`config.mk`:
```
export PLATFORM = sky130hd
export DESIGN_NAME = pbrm_top
export DESIGN_NICKNAME = d
export VERILOG_FILES = /design/src/inc/pbrm_pkg.sv /design/src/rtl/pbrm_top.sv /design/src/rtl/pbrm_serial_regs.sv
export SDC_FILE = /design/constraint.sdc
export NUM_CORES = 1
export LEC_CHECK = 0
export BUFFER_PORTS_ARGS = -buffer_cell sky130_fd_sc_hd__buf_4
export CAP_MARGIN = 10
export CELL_PAD_IN_SITES_DETAIL_PLACEMENT = 1
export CELL_PAD_IN_SITES_GLOBAL_PLACEMENT = 2
export CORE_MARGIN = 2
export CORE_UTILIZATION = 39
export DETAILED_ROUTE_END_ITERATION = 8
export GPL_TIMING_DRIVEN = 1
export PLACE_DENSITY = 0.84
export SYNTH_ARGS = -nofsm -noshare
export SYNTH_HDL_FRONTEND = slang
export SYNTH_SLANG_ARGS = --single-unit
```
`constraint.sdc`:
```
create_clock -name REF_CLK -period 7.8 [get_ports REF_CLK]
set_input_delay 0.78 -clock REF_CLK [delete_from_list [all_inputs] [get_ports REF_CLK]]
set_output_delay 0.78 -clock REF_CLK [all_outputs]
set_load 0.02 [all_outputs]
```
`src/inc/pbrm_pkg.sv`:
```
// Package: constants and carriers for the peripheral bus register model
package pbrm_pkg;
  // ==========================================================================
  // Address map
  // ==========================================================================
  localparam logic [31:0] PERIPH_BASE  = 32'hffc0_0000; // Top four megabytes
  localparam logic [31:0] INTMEM_TOP   = 32'h003f_ffff; // Low four megabytes
  localparam logic [31:0] VECTOR_END   = 32'h0000_0020; // End of exception vectors
  localparam int          WIN_BITS     = 14;            // 16-Kbyte peripheral window
  localparam int          ICU_WIN_BITS = 12;            // 4-Kbyte controller window
  localparam logic [7:0]  SLOT_ICU     = 8'hff;         // Interrupt controller slot
  localparam logic [7:0]  SLOT_SER0    = 8'h00;         // Serial port 0 slot
  localparam logic [7:0]  SLOT_SER1    = 8'h01;         // Serial port 1 slot
  localparam logic [7:0]  SLOT_EBU     = 8'h02;         // External bus unit slot
  localparam logic [7:0]  SLOT_ICU_REG = 8'hfe;         // Unused; the interrupt controller window decodes in slot SLOT_ICU
  localparam logic [25:0] EXT_DEF_SIZE = 26'h100_0000;  // Defined bytes per chip select
  // ==========================================================================
  // Register offsets inside a serial port window, and the external bus unit remap control
  // ==========================================================================
  localparam logic [13:0] OFF_CMD    = 14'h0000; // Command, write-only
  localparam logic [13:0] OFF_CFG    = 14'h0004; // Configuration
  localparam logic [13:0] OFF_IEN    = 14'h0008; // Interrupt enable
  localparam logic [13:0] OFF_IDIS   = 14'h000c; // Interrupt disable
  localparam logic [13:0] OFF_IMASK  = 14'h0010; // Interrupt mask
  localparam logic [13:0] OFF_STAT   = 14'h0014; // Status, read-only
  localparam logic [13:0] OFF_STCLR  = 14'h0018; // Write one to clear sticky status
  localparam logic [13:0] OFF_RXPTR  = 14'h0030; // Receive pointer
  localparam logic [13:0] OFF_RXCNT  = 14'h0034; // Receive count
  localparam logic [13:0] OFF_TXPTR  = 14'h0038; // Transmit pointer
  localparam logic [13:0] OFF_TXCNT  = 14'h003c; // Transmit count
  localparam logic [13:0] OFF_REMAP  = 14'h0000; // Remap control in external bus unit
  // ==========================================================================
  // Field positions and reset values
  // ==========================================================================
  localparam int          CMD_RXSTEP = 0;        // Command: one receive transfer
  localparam int          CMD_TXSTEP = 1;        // Command: one transmit transfer
  localparam int          ST_RXEND   = 0;        // Status: receive end of transfer
  localparam int          ST_TXEND   = 1;        // Status: transmit end of transfer
  localparam int          REMAP_BIT  = 0;        // Remap command bit
  localparam int          STAT_W     = 2;        // Used status bits
  localparam int          CFG_W      = 8;        // Used configuration bits
  localparam logic [7:0]  CFG_RST    = 8'h00;    // Configuration reset value
  localparam logic [31:0] PTR_RST    = 32'h0000_0000;
  localparam logic [15:0] CNT_RST    = 16'h0000;
  // ==========================================================================
  // Carriers
  // ==========================================================================
  typedef struct packed {
    logic        wr;    // Write strobe
    logic        rd;    // Read strobe
    logic [31:0] addr;  // Word-aligned byte address
    logic [31:0] wdata; // Write data
  } pbrm_req_t;
  typedef struct packed {
    logic [31:0] ptr;   // Memory address pointer
    logic [15:0] cnt;   // Remaining transfers
  } pbrm_dma_t;
endpackage : pbrm_pkg

```
`src/rtl/pbrm_top.sv`:
```
// Top: address decode, remap, abort and two serial port register windows
//
// Notes on behaviour
// - Peripheral accesses forced to aligned words
// - 16-Kbyte windows, 4-Kbyte interrupt controller window
// - Command bits: one triggers, zero ignored
// - Configuration read/write, zero after reset
// - Status read-only, writes ignored
// - Enable sets, disable clears, zeros ignored
// - Unused bits read zero; write zero
// - Interrupt is OR of status AND mask
// - Mask read, enable/disable single writes
// - Four DMA channels, rx/tx per port
// - Per channel 32-bit pointer, 16-bit count
// - Count done sets end bit, interrupts
// - Vectors occupy zero up to vector end
// - Remap bit swaps boot memory for SRAM
// - Chip selects 1-7 only after remap
// - Remap holds until reset
// - Undefined external address raises abort
// - Internal memory/peripherals never abort
`timescale 1ns/1ps
module pbrm_top (
  input  wire logic        REF_CLK,
  input  wire logic        SYS_RST,
  input  wire logic [31:0] ADDR,
  input  wire logic [31:0] WDATA,
  input  wire logic        WR,
  input  wire logic        RD,
  output logic [31:0]      RDATA,
  output logic             IRQ_SER0,
  output logic             IRQ_SER1,
  output logic             REMAPPED,
  output logic             ABORT,
  output logic             LOW_IS_SRAM,
  output logic             VEC_HIT
);
  // ==========================================================================
  // Request shaping
  // ==========================================================================
  pbrm_pkg::pbrm_req_t req;     // Aligned request
  logic                periph;  // Address in peripheral space
  logic                intmem;  // Address in internal memory space
  logic [7:0]          slot;    // 16-Kbyte slot index in peripheral space
  logic                sel0;    // Serial port 0 window
  logic                sel1;    // Serial port 1 window
  logic                sel_ebu; // External bus unit window
  logic                sel_icu; // Interrupt controller 4-Kbyte window
  logic [31:0]         rd0;     // Serial port 0 read data
  logic [31:0]         rd1;     // Serial port 1 read data
  logic                irq0;    // Serial port 0 interrupt
  logic                irq1;    // Serial port 1 interrupt
  logic                remap;   // Remap latched
  logic [2:0]          ext_cs;  // External chip select number
  logic                ext_def; // External address defined
  logic [31:0]         next_rdata; // Read data for next cycle

  assign req.wr    = WR;
  assign req.rd    = RD;
  assign req.addr  = {ADDR[31:2], 2'b00};
  assign req.wdata = WDATA;

  // Space decode
  assign periph  = req.addr >= pbrm_pkg::PERIPH_BASE;
  assign intmem  = req.addr <= pbrm_pkg::INTMEM_TOP;
  assign slot    = req.addr[pbrm_pkg::WIN_BITS+7:pbrm_pkg::WIN_BITS];
  assign sel0    = periph && slot == pbrm_pkg::SLOT_SER0;
  assign sel1    = periph && slot == pbrm_pkg::SLOT_SER1;
  assign sel_ebu = periph && slot == pbrm_pkg::SLOT_EBU;
  // Interrupt controller decodes only its low 4 Kbytes of its slot
  assign sel_icu = periph && slot == pbrm_pkg::SLOT_ICU
                   && req.addr[pbrm_pkg::WIN_BITS-1:pbrm_pkg::ICU_WIN_BITS] == 2'b00;

  // External space: 16-Mbyte defined region per chip select
  assign ext_cs  = req.addr[26:24];
  assign ext_def = req.addr[31:27] == 5'h00 && !intmem
                   && (ext_cs == 3'h0 || remap);

  // ==========================================================================
  // Two serial port windows, each with two DMA channels
  // ==========================================================================
  pbrm_serial_regs u_ser0 (
    .clk   (REF_CLK),
    .rst   (SYS_RST),
    .req   (req),
    .sel   (sel0),
    .rdata (rd0),
    .irq   (irq0)
  );
  pbrm_serial_regs u_ser1 (
    .clk   (REF_CLK),
    .rst   (SYS_RST),
    .req   (req),
    .sel   (sel1),
    .rdata (rd1),
    .irq   (irq1)
  );

  // ==========================================================================
  // Remap: set by writing one, cleared only by reset
  // ==========================================================================
  always_ff @(posedge REF_CLK) begin
    if (SYS_RST) begin
      remap <= 1'b0;
    end else if (WR && sel_ebu && req.addr[13:0] == pbrm_pkg::OFF_REMAP
                 && WDATA[pbrm_pkg::REMAP_BIT]) begin
      remap <= 1'b1;
    end
  end

  // ==========================================================================
  // Read data, one cycle after the read strobe
  // ==========================================================================
  always_comb begin
    next_rdata = 32'h0000_0000;
    if (!RD) begin
      next_rdata = 32'h0000_0000;
    end else if (sel0) begin
      next_rdata = rd0;
    end else if (sel1) begin
      next_rdata = rd1;
    end else if (sel_ebu && req.addr[13:0] == pbrm_pkg::OFF_REMAP) begin
      next_rdata[pbrm_pkg::REMAP_BIT] = remap;
    end else if (sel_icu) begin
      // Controller registers sit outside this block; its window reads zero
      next_rdata = 32'h0000_0000;
    end
  end

  always_ff @(posedge REF_CLK) begin
    if (SYS_RST) begin
      RDATA <= 32'h0000_0000;
    end else begin
      RDATA <= next_rdata;
    end
  end

  // ==========================================================================
  // Registered outputs: interrupts, remap state, abort, vector hit
  // ==========================================================================
  always_ff @(posedge REF_CLK) begin
    if (SYS_RST) begin
      IRQ_SER0    <= 1'b0;
      IRQ_SER1    <= 1'b0;
      REMAPPED    <= 1'b0;
      LOW_IS_SRAM <= 1'b0;
    end else begin
      IRQ_SER0    <= irq0;
      IRQ_SER1    <= irq1;
      REMAPPED    <= remap;
      LOW_IS_SRAM <= remap;
    end
  end

  // Abort only for undefined external addresses, never internal
  always_ff @(posedge REF_CLK) begin
    if (SYS_RST) begin
      ABORT   <= 1'b0;
      VEC_HIT <= 1'b0;
    end else begin
      ABORT   <= (WR || RD) && !periph && !intmem && !ext_def;
      VEC_HIT <= (WR || RD) && req.addr < pbrm_pkg::VECTOR_END;
    end
  end
endmodule : pbrm_top

```
`src/rtl/pbrm_serial_regs.sv`:
```
// One serial port register window: command, config, mask, status, two DMA channels
`timescale 1ns/1ps
module pbrm_serial_regs (
  input  wire logic              clk,
  input  wire logic              rst,
  input  wire pbrm_pkg::pbrm_req_t req,
  input  wire logic              sel,
  output logic [31:0]            rdata,
  output logic                   irq
);
  // ==========================================================================
  // State
  // ==========================================================================
  logic [pbrm_pkg::CFG_W-1:0]  cfg;   // Configuration
  logic [pbrm_pkg::STAT_W-1:0] mask;  // Interrupt mask
  logic [pbrm_pkg::STAT_W-1:0] stat;  // Sticky end-of-transfer bits
  pbrm_pkg::pbrm_dma_t         rx;    // Receive channel
  pbrm_pkg::pbrm_dma_t         tx;    // Transmit channel
  logic [13:0]                 off;   // Offset inside the window
  logic                        wr;    // Write into this window
  logic                        rx_step; // Receive transfer command
  logic                        tx_step; // Transmit transfer command
  logic                        rx_done; // Receive count reaches zero
  logic                        tx_done; // Transmit count reaches zero

  assign off     = req.addr[13:0];
  assign wr      = req.wr & sel;
  // Ones trigger, zeros do nothing
  assign rx_step = wr && off == pbrm_pkg::OFF_CMD && req.wdata[pbrm_pkg::CMD_RXSTEP];
  assign tx_step = wr && off == pbrm_pkg::OFF_CMD && req.wdata[pbrm_pkg::CMD_TXSTEP];
  assign rx_done = rx_step && rx.cnt == 16'h0001;
  assign tx_done = tx_step && tx.cnt == 16'h0001;

  // Configuration register, zero after reset
  always_ff @(posedge clk) begin
    if (rst) begin
      cfg <= pbrm_pkg::CFG_RST;
    end else if (wr && off == pbrm_pkg::OFF_CFG) begin
      cfg <= req.wdata[pbrm_pkg::CFG_W-1:0];
    end
  end

  // Mask set by enable, cleared by disable
  always_ff @(posedge clk) begin
    if (rst) begin
      mask <= '0;
    end else if (wr && off == pbrm_pkg::OFF_IEN) begin
      mask <= mask | req.wdata[pbrm_pkg::STAT_W-1:0];
    end else if (wr && off == pbrm_pkg::OFF_IDIS) begin
      mask <= mask & ~req.wdata[pbrm_pkg::STAT_W-1:0];
    end
  end

  // Sticky status: set wins over a write-one clear in the same cycle
  always_ff @(posedge clk) begin
    if (rst) begin
      stat <= '0;
    end else begin
      if (wr && off == pbrm_pkg::OFF_STCLR) begin
        stat <= stat & ~req.wdata[pbrm_pkg::STAT_W-1:0];
      end
      if (rx_done) begin
        stat[pbrm_pkg::ST_RXEND] <= 1'b1;
      end
      if (tx_done) begin
        stat[pbrm_pkg::ST_TXEND] <= 1'b1;
      end
    end
  end

  // Receive channel: pointer advances a word per transfer, count falls
  always_ff @(posedge clk) begin
    if (rst) begin
      rx <= '{ptr: pbrm_pkg::PTR_RST, cnt: pbrm_pkg::CNT_RST};
    end else if (wr && off == pbrm_pkg::OFF_RXPTR) begin
      rx.ptr <= req.wdata;
    end else if (wr && off == pbrm_pkg::OFF_RXCNT) begin
      rx.cnt <= req.wdata[15:0];
    end else if (rx_step && rx.cnt != 16'h0000) begin
      rx.ptr <= rx.ptr + 32'h0000_0004;
      rx.cnt <= rx.cnt - 16'h0001;
    end
  end

  // Transmit channel
  always_ff @(posedge clk) begin
    if (rst) begin
      tx <= '{ptr: pbrm_pkg::PTR_RST, cnt: pbrm_pkg::CNT_RST};
    end else if (wr && off == pbrm_pkg::OFF_TXPTR) begin
      tx.ptr <= req.wdata;
    end else if (wr && off == pbrm_pkg::OFF_TXCNT) begin
      tx.cnt <= req.wdata[15:0];
    end else if (tx_step && tx.cnt != 16'h0000) begin
      tx.ptr <= tx.ptr + 32'h0000_0004;
      tx.cnt <= tx.cnt - 16'h0001;
    end
  end

  // Read mux; unused bits, command and unknown offsets read zero
  always_comb begin
    rdata = 32'h0000_0000;
    if (off == pbrm_pkg::OFF_CFG) begin
      rdata[pbrm_pkg::CFG_W-1:0] = cfg;
    end else if (off == pbrm_pkg::OFF_IMASK) begin
      rdata[pbrm_pkg::STAT_W-1:0] = mask;
    end else if (off == pbrm_pkg::OFF_STAT) begin
      rdata[pbrm_pkg::STAT_W-1:0] = stat;
    end else if (off == pbrm_pkg::OFF_RXPTR) begin
      rdata = rx.ptr;
    end else if (off == pbrm_pkg::OFF_RXCNT) begin
      rdata[15:0] = rx.cnt;
    end else if (off == pbrm_pkg::OFF_TXPTR) begin
      rdata = tx.ptr;
    end else if (off == pbrm_pkg::OFF_TXCNT) begin
      rdata[15:0] = tx.cnt;
    end
  end

  // Interrupt source: status AND mask, ORed together
  assign irq = |(stat & mask);
endmodule : pbrm_serial_regs

```
==> results of run 1 <==
[worst register-to-register path, cell delays in order, from the launching register on]
cell and delay [ns]:
dfxtp_1 0.47, inv_1 0.08, ha_1 0.26, nor4b_1 0.16
nand4_1 0.24, and4_1 0.70, nand2_1 0.31, or4_1 0.56
a31oi_1 0.17
[metrics by stage]
| step | hold slack (ns) | worst slack (ns) |
|---|---|---|
| 6_report | 0.3874 | 4.122 |
| 5_1_grt | 0.3831 | 3.753 |
| 4_1_cts | 0.3556 | 4.233 |
| 3_5_place_dp | 0.4431 | 3.628 |
| 3_3_place_gp | 0.4348 | 3.714 |
| 2_1_floorplan | 0.4273 | 4.760 |
[registers in the layout, indices dropped and copies added (netlist names), 2 cells and up, named ones only]
register / count
RDATA: 32
u_ser0.cfg: 8
u_ser0.rx: 48
u_ser0.stat: 2
u_ser0.tx: 48
u_ser1.cfg: 8
u_ser1.rx: 48
u_ser1.stat: 2
u_ser1.tx: 48
[metal layers]
metal,GRT usage,vias up,share of wire
met5,0,-,0
met4,0.1009,0,0.034
met3,0.04578,117,0.058
met2,0.5370,481,0.48
met1,0.4221,7684,0.43
li1,-,6954,-
[synthesized netlist by cell type (16+ instances only)]
cell type / count / share of area
or3_1: 16 / 0.0068
nand3_1: 79 / 0.027
clkbuf_1: 97 / 0.025
nor2_1: 255 / 0.065
inv_1: 38 / 0.0096
o21ai_0: 55 / 0.019
mux4_2: 18 / 0.027
nor3_1: 73 / 0.025
nor4_1: 52 / 0.022
o22a_1: 18 / 0.011
and2_1: 17 / 0.0072
a22oi_1: 27 / 0.014
nand2_1: 171 / 0.043
dfxtp_1: 254 / 0.34
and3_1: 23 / 0.0097
a211oi_1: 130 / 0.066
mux2i_1: 24 / 0.016
and4_1: 17 / 0.010
a21oi_1: 105 / 0.036
xor2_1: 50 / 0.030
xnor2_1: 54 / 0.032
nand4_1: 67 / 0.028
[layout by cell type, fill, tap and decap left out, drive strengths merged, types with 48 or more instances in the layout]
master / instances
nor2: 255
dfxtp: 254
nand2: 174
a211oi: 132
buf: 130
a21oi: 105
nand3: 80
nor3: 78
nand4: 70
nor4: 58
o21ai: 55
xnor2: 54
xor2: 50
clkbuf: 48
[power groups by stage]
| stage | clock network, mW | logic, mW | registers [mW] |
|---|---|---|---|
| finish | 1.51 | 0.139 | 1.30 |
| global route | 1.58 | 0.144 | 1.30 |
| CTS | 1.53 | 0.136 | 1.30 |
| detailed placement | 0 | 0.136 | 1.33 |
| global placement | 0 | 0.135 | 1.33 |
| floorplan | 0 | 0.0593 | 1.33 |
[area by class of cell]
cell class / count / area (um^2) / share of cell area
Clock buffer: 48 / 919.6 / 0.05442
Clock inverter: 7 / 113.9 / 0.006737
Inverter: 38 / 142.6 / 0.008440
Multi-Input combinational cell: 1442 / 9020 / 0.5337
Sequential cell: 254 / 5085 / 0.3009
Tap cell: 511 / 639.4 / 0.03783
Timing Repair Buffer: 130 / 979.7 / 0.05797
[final timing paths]
path                        end  depth (start not counted)          start
setup / recovery  u_ser0.rx[11]                          8        ADDR[9]
hold reg to reg   u_ser1.rx[17]                          2  u_ser1.rx[17]
hold / removal          VEC_HIT                          2       ADDR[31]
setup reg to reg  u_ser1.tx[46]                          8   u_ser1.tx[0]
[cells by family after synthesis]
group,count (synthesis)
and+or+nand+nor,844
AOI/OAI and AO/OA,426
DFF,254
buffers and inverters,169
xor gates and xnor gates,104
muxes,56
adders and majority gates,12
==> reports/metrics.yaml, run 1 <==
pwr:
  internal_power_mw: 2.236
  ir_drop_v: 0.0001631
  leakagePower_nw: 5.403
  switching_share: 0.2405
  pwr-share-seq: 0.441
  combPwrFrac: 0.047
  p_per_area_nw_per_um2: 174.2
  power_switching_mw: 0.7082
  power_mw: 2.945
  p_clk_frac: 0.512
detailed_routing:
  vias: 15240
  drt_wl_total_um: 63320
  ant_nets: 0
  drc_errors: 0
  first_pass_iters: 5
  wire_per_inst_um: 26.06
  first_iter_violations: 1270
  vias_per_cell: 6.270
setup_path:
  start_kind: "input pin"
  crit_slowest_cell: "nor3_1"
  path_max_fanout: 31
  cpPeakStageDelay_ns: 0.91
  cp_common_cell: "buf_4"
  worstPathCellList: "buf_4 -> nor4_2 -> buf_4 -> nand3_1 -> nor3_1 -> nand2_1 -> nor2_1 -> a211oi_1"
  rrSetupSlack_ns: 4.78
  arrival_ns: 4.10
  critPathRequiredTime_ns: 8.22
  crit_path_end_kind: "flip-flop"
  cp.buffers_inverters: 2
  critPathTopFamily: "simple AND/OR/NAND/NOR gates"
  crit_type: "in -> reg"
timing:
  finalHoldViolCount: 0
  tightest_slew_ns: 1.120
  period_minus_slack_ns: 3.678
  rsz0062_at_grt: "no"
  relSlewSlack: 0.2493
  slew_viol_final: 0
  setup_violations: 0
  fin_skew_ns: 0.01429
  fmax_mhz: 271.9
  period_share: 0.4716
  fin_tns_setup_ns: 0
clock_tree:
  cts_buffers: 31
  htree_levels: 1
  clock_path_buffers: 3
  cts_setup_buffers: 0
  clkSlewWorstSetupHoldPaths_ns: 0.06
  postCtsHoldBufs: 0
  cts.sinks: 254
  insertion_delay_ns: 0.59
  ctsRootBufferMaster: "clkbuf_16"
  cts_tree: "built"
  ctsResizeCount: 0
floorplanning:
  die-area_um2: 39500
  die_x_um: 198.8
  row_count: 71
  core_um2: 37490
  top_level_ports: 106
  die_h_um: 198.8
  initial_utilization: 0.3946
cells_and_area:
  fin_area_um2: 16900
  antenna_cells: 0
  post-route-util: 0.4508
  area_delta_synth_final_pct: 14.25
  drive_gt1_frac: 0.1313
  final_cell_count_no_fill: 2430
  final_nets: 1977
  fill_cells: 4598
global_route:
  grt_max_degree: 78
  grt_antenna_before_repair: 0
  grt_pass1_vias: 15160
  grt_usage: 0.3194
  grt_pass1_wl_um: 95500
  grt_overflow: 0
placed_design:
  placed_cells: 2375
  io_buffers: 103
  place_area_um2: 15870
  gp_congestion: 0.9021
  dpl.hpwl_um: 44850
yosys:
  ys.flop_type: "dfxtp_1"
  synthArstFlopShare: 0
  netlist_area_um2: 14790
  synth-adder-area-share: 0.01015
  synth_compound_area_frac: 0.1963
  synth_top_family_by_area: "simple AND/OR/NAND/NOR gates"
  synth_mux_area_frac: 0.05431
  ys_seq_elements: 254
  synth_cells: 1865
  yosysUniqueCellTypes: 80
  syn_nets: 1945
  synth_edf_count: 0
  ys_seq_area_frac: 0.3438
  syn_avg_cell_area_um2: 7.931
  yosys.area_share.simple: 0.2861
  yosys_warnings: 0
  synth_xor_area_frac: 0.06158
worst_hold_path:
  min_path_type: "in -> reg"
job:
  maxCapViolCount: 0
run_status:
  status: "completed"
Note: power is estimated with default switching activity, not from simulation.
==> run 2: changes to the inputs <==
- CORE_UTILIZATION: 39 -> 33
- PLACE_DENSITY: 0.84 -> 0.76
- clock period: 7.8 -> 3.2 ns (I/O delays scaled with it)
==> run 2 against run 1 <==
Clock skew rose by 0.0063 ns. Cell area rose by 3.4%. Flip-flop and latch count did not move. Hold slack got worse by 0.33 ns. Critical path type is now reg -> reg. Clock-buffer cell count rose by 7. Cell count rose by 5.4%. Non-clock buffer count rose by 44. Power rose to 2.5 times the previous value. Clock power rose to 2.6 times the previous value. Die area rose by 18%. Critical endpoint is now u_ser1.rx[42]. Setup slack got worse by 3.6 ns.
==> reports/metrics.yaml, run 2 (synthesis results as in run 1) <==
clock_tree:
  htree_levels: 2  # was 1
  postCtsHoldBufs: 1  # was 0
  cts_setup_buffers: 0  # unchanged
  cts_buffers: 34  # was 31
  clkSlewWorstSetupHoldPaths_ns: 0.06  # about the same
  cts.sinks: 254  # unchanged
  ctsResizeCount: 0  # unchanged
  cts_tree: "built"  # unchanged
  clock_path_buffers: 3  # unchanged
  insertion_delay_ns: 0.55  # was 0.59 ns
  ctsRootBufferMaster: "clkbuf_16"  # unchanged
global_route:
  grt_overflow: 0  # unchanged
  grt_pass1_vias: 15220  # was 15160
  grt_max_degree: 194  # was 78
  grt_usage: 0.2800  # was 0.3194
  grt_antenna_before_repair: 1  # was 0
  grt_pass1_wl_um: 99080  # was 95500 um
worst_hold_path:
  hold_start: "ADDR[27]"  # was ADDR[31]
  min_path_type: "in -> reg"  # unchanged
pwr:
  power_switching_mw: 1.806  # was 0.7082 mW
  power_mw: 7.418  # was 2.945 mW
  p_clk_frac: 0.525  # was 0.512
  combPwrFrac: 0.048  # was 0.047
  internal_power_mw: 5.612  # was 2.236 mW
  leakagePower_nw: 5.675  # was 5.403 nW
  pwr-share-seq: 0.427  # was 0.441
  ir_drop_v: 0.0002774  # was 0.0001631 V
  switching_share: 0.2435  # was 0.2405
  p_per_area_nw_per_um2: 424.3  # was 174.2 nW/um^2
timing:
  period_minus_slack_ns: 2.721
  rsz0062_at_grt: "no"  # unchanged
  period_share: 0.8502
  fin_tns_setup_ns: 0  # unchanged
  fmax_mhz: 367.6
  relSlewSlack: 0.2967  # was 0.2493
  tightest_slew_ns: 1.055  # was 1.120 ns
  fin_skew_ns: 0.02062  # was 0.01429 ns
  setup_violations: 0  # unchanged
  finalHoldViolCount: 0  # unchanged
  slew_viol_final: 0  # unchanged
run_status:
  status: "completed"  # unchanged
setup_path:
  path_max_fanout: 5  # was 31
  critPathRequiredTime_ns: 3.66  # was 8.22 ns
  crit_type: "reg -> reg"  # was in -> reg
  crit_path_end_kind: "flip-flop"  # unchanged
  start_kind: "flip-flop"  # was input pin
  timing.rr.start: "u_ser1.rx[1]"  # was u_ser1.tx[0]
  critPathLaunch: "u_ser1.rx[1]"  # was ADDR[9]
  arrival_ns: 3.18  # was 4.10 ns
cells_and_area:
  fill_cells: 5258  # was 4598
  area_delta_synth_final_pct: 18.19  # was 14.25%
  mostFrequentLayoutCells: "255 x nor2_1, 254 x dfxtp_1, 171 x nand2_1, 167 x buf_4, 130 x a211oi_1"  # was 255 x nor2_1, 254 x dfxtp_1, 171 x nand2_1, 130 x a211oi_1, 129 x buf_4
  final_nets: 2024  # was 1977
  mostFrequentLayoutCell: "nor2_1"  # unchanged
  drive_gt1_frac: 0.1514  # was 0.1313
  post-route-util: 0.3953  # was 0.4508
floorplanning:
  die_h_um: 215.7  # was 198.8 um
  core_um2: 44220  # was 37490 um^2
  die_x_um: 215.7  # was 198.8 um
  initial_utilization: 0.3345  # was 0.3946
  die-area_um2: 46530  # was 39500 um^2
  top_level_ports: 106  # unchanged
  row_count: 77  # was 71
detailed_routing:
  vias: 15390  # was 15240
  ant_nets: 0  # unchanged
  drc_errors: 0  # unchanged
  first_iter_violations: 1212  # was 1270
  vias_per_cell: 6.010  # was 6.270
  wire_per_inst_um: 25.88  # was 26.06 um
  first_pass_iters: 5  # unchanged
  drt_wl_total_um: 66280  # was 63320 um
placed_design:
  io_buffers: 103  # unchanged
  gp_congestion: 0.8953  # was 0.9021
  dpl.hpwl_um: 47360  # was 44850 um
job:
  maxCapViolCount: 0  # unchanged
==> run 2: changes by cell type in the layout (fill, tap and decap cells not counted) <==
| cell | before | now |
|---|---|---|
| bufinv_16 | 3 | 1 |
| clkinvlp_4 | 0 | 1 |
| inv_6 | 1 | 0 |
| clkbuf_16 | 31 | 37 |
| buf_4 | 129 | 167 |
| clkbuf_1 | 9 | 11 |
| dlygate4sd3_1 | 0 | 1 |
| buf_12 | 0 | 5 |
| diode_2 | 0 | 1 |
| clkbuf_8 | 8 | 7 |
==> run 2: metal layers <==
metal  vias up  share of wire  track usage
met5         -        0.00020            0
met3        87          0.052      0.03538
li1       7055              -            -
met2       392           0.48       0.4670
met1      7855           0.45       0.3836
met4         2          0.021      0.06782
==> run 2: path summary, 6_finish.rpt <==
kind	end	slack (ns)	cells after the start
worst max-delay path	u_ser1.rx[42]	0.48	8
worst min-delay path	VEC_HIT	0.06	3
worst max register to register	u_ser1.rx[42]	0.48	8
worst min register to register	u_ser1.cfg[7]	0.45	2
==> run 2: area by class of cell <==
| type | count | area [um^2] | share of cell area |
|---|---|---|---|
| clock buffer | 55 | 1064 | 0.06084 |
| multi-input combinational | 1442 | 9020 | 0.5160 |
| timing repair buffer | 174 | 1375 | 0.07866 |
| inverter | 38 | 142.6 | 0.008159 |
| antenna | 1 | 2.502 | 0.0001431 |
| tap | 592 | 740.7 | 0.04237 |
| sequential | 254 | 5085 | 0.2909 |
| clock inverter | 5 | 52.55 | 0.003006 |
==> run 2: power by group through the flow <==
stage	registers (mW)	clock network (mW)	logic, mW
floorplan	3.24	0	0.145
global placement	3.24	0	0.344
global route	3.16	4.08	0.364
finish	3.17	3.90	0.354
CTS	3.17	3.96	0.346
detailed placement	3.24	0	0.345
==> run 2: through the flow <==
| stage | hold WS (ns) | instances | cell area (um^2) | setup WS, ns |
|---|---|---|---|---|
| final | 0.05819 | 2561 | 17480 | 0.4793 |
| after global routing | 0.05526 | 2560 | 17480 | 0.2986 |
| after CTS | 0.03375 | 2560 | 17480 | 0.5281 |
| after detailed placement | 0.4484 | 2499 | 16350 | 0.2815 |
| after global placement | 0.4363 | 2499 | 16350 | 0.3923 |
| after floorplan | 0.3963 | 1865 | 14790 | 0.6204 |
==> run 2: critical path, stage by stage (launching register included) <==
cell and delay (ns):
dfxtp_1 0.32, inv_1 0.13, ha_1 0.23, nor4b_1 0.31, nand4_1 0.32, and4_1 0.39
nor2_1 0.55, o21ai_0 0.22, a21oi_1 0.15
==> run 3: changes to the inputs <==
- CORE_ASPECT_RATIO: default -> 2
==> run 3 against run 2 <==
Power shrank 4.2%. Register-to-register slack gained 0.02 ns. Non-clock buffer count rose by 3. Via count up 0.86%. Fmax is 0.60% higher. Combinational power about the same.
==> reports/metrics.yaml, run 3 (synthesis results as in run 1) <==
timing:
  fin_tns_setup_ns: 0  # unchanged
  setup_violations: 0  # unchanged
  fmax_mhz: 369.7  # was 367.6 MHz
  fin_skew_ns: 0.02271  # was 0.02062 ns
  finalHoldViolCount: 0  # unchanged
  rsz0062_at_grt: "no"  # unchanged
  tightest_slew_ns: 0.8640  # was 1.055 ns
  period_minus_slack_ns: 2.705  # was 2.721 ns
  slew_viol_final: 0  # unchanged
  relSlewSlack: 0.4240  # was 0.2967
  period_share: 0.8452  # was 0.8502
cells_and_area:
  final_nets: 2020  # was 2024
  drive_gt1_frac: 0.1515  # was 0.1514
  area_delta_synth_final_pct: 17.18  # was 18.19%
  antenna_cells: 0  # was 1
  post-route-util: 0.3923  # was 0.3953
  mostFrequentLayoutCells: "255 x nor2_1, 254 x dfxtp_1, 171 x nand2_1, 169 x buf_4, 130 x a211oi_1"  # was 255 x nor2_1, 254 x dfxtp_1, 171 x nand2_1, 167 x buf_4, 130 x a211oi_1
  mostFrequentLayoutCell: "nor2_1"  # unchanged
job:
  maxCapViolCount: 0  # unchanged
detailed_routing:
  first_iter_violations: 823  # was 1212
  ant_nets: 0  # unchanged
  drc_errors: 0  # unchanged
  wire_per_inst_um: 27.52  # was 25.88 um
  drt_wl_total_um: 69220  # was 66280 um
  vias: 15520  # was 15390
  first_pass_iters: 5  # unchanged
  vias_per_cell: 6.172  # was 6.010
placed_design:
  io_buffers: 103  # unchanged
  gp_congestion: 0.8998  # was 0.8953
  dpl.hpwl_um: 51840  # was 47360 um
setup_path:
  crit_path_end_kind: "flip-flop"  # unchanged
  arrival_ns: 3.20  # was 3.18 ns
  path_max_fanout: 15  # was 5
  start_kind: "flip-flop"  # unchanged
  crit_type: "reg -> reg"  # unchanged
  critPathRequiredTime_ns: 3.70  # was 3.66 ns
worst_hold_path:
  min_path_type: "in -> reg"  # unchanged
floorplanning:
  die-area_um2: 46640  # was 46530 um^2
  die_x_um: 153.7  # was 215.7 um
  core_um2: 44190  # was 44220 um^2
  row_count: 109  # was 77
  initial_utilization: 0.3347  # was 0.3345
  top_level_ports: 106  # unchanged
  die_h_um: 303.4  # was 215.7 um
global_route:
  grt_max_degree: 145  # was 194
  grt_overflow: 0  # unchanged
  grt_pass1_wl_um: 103100  # was 99080 um
  grt_antenna_before_repair: 0  # was 1
  grt_usage: 0.2920  # was 0.2800
  grt_pass1_vias: 16020  # was 15220
clock_tree:
  ctsResizeCount: 0  # unchanged
  cts.sinks: 254  # unchanged
  ctsRootBufferMaster: "clkbuf_16"  # unchanged
  htree_levels: 1  # was 2
  cts_tree: "built"  # unchanged
  clkSlewWorstSetupHoldPaths_ns: 0.06  # about the same
  cts_buffers: 27  # was 34
  insertion_delay_ns: 0.58  # was 0.55 ns
  clock_path_buffers: 3  # unchanged
  cts_setup_buffers: 0  # unchanged
pwr:
  p_per_area_nw_per_um2: 409.9  # was 424.3 nW/um^2
  power_mw: 7.104  # was 7.418 mW
  leakagePower_nw: 5.629  # was 5.675 nW
  ir_drop_v: 0.0003763  # was 0.0002774 V
run_status:
  status: "completed"  # unchanged
run 3: area by class of cell:
class,instances,area (um^2)
Tap cell,555,694.4
Timing Repair Buffer,177,1410
Multi-Input combinational cell,1442,9020
Fill cell,5349,26850
Inverter,38,142.6
Clock inverter,13,221.5
Sequential cell,254,5085
Clock buffer,36,759.5
run 3: path summary, 6_finish.rpt:
path / start / to / slack [ns] / cells past startpoint
worst max register to register: u_ser1.tx[9] / u_ser1.tx[42] / 0.50 / 7
worst min register to register: u_ser1.tx[17] / u_ser1.tx[17] / 0.46 / 2
worst max-delay path: u_ser1.tx[9] / u_ser1.tx[42] / 0.50 / 7
worst min-delay path: ADDR[30] / VEC_HIT / 0.06 / 3
run 3: stage by stage:
stage / setup WS (ns) / cells / cell area [um^2] / hold slack, ns
finish: 0.4954 / 2515 / 17330 / 0.05872
detailed placement: 0.2554 / 2465 / 16340 / 0.4505
CTS: 0.5463 / 2515 / 17330 / 0.04059
global placement: 0.3241 / 2465 / 16340 / 0.4374
floorplan: 0.6204 / 1865 / 14790 / 0.3963
global route: 0.3142 / 2515 / 17330 / 0.06354
run 3: layer usage:
layer | track usage | routed length [um]
met5 | 0 | 0
met3 | 0.03048 | 2946
met2 | 0.5296 | 34940
met1 | 0.3027 | 24530
met4 | 0.2377 | 6806
run 3: power breakdown:
group / switching (mW) / leakage [nW] / internal [mW]
Clock: 1.44 / 0.482 / 2.15
Sequential: 0.00161 / 2.05 / 3.16
Combinational: 0.258 / 3.10 / 0.0988
run 3: timing repair:
item                       4_1_cts  5_1_grt
hold endpoints to repair         1        0
setup endpoints to repair        0        0
hold buffers                     1        0
run 3: critical path: stages, from the launching register on:
cell	delay (ns)
dfxtp_1	0.39
nor4_1	0.66
nand4_1	0.45
and4_1	0.37
buf_4	0.21
a2111oi_0	0.38
nor2_1	0.08
nor2_1	0.10
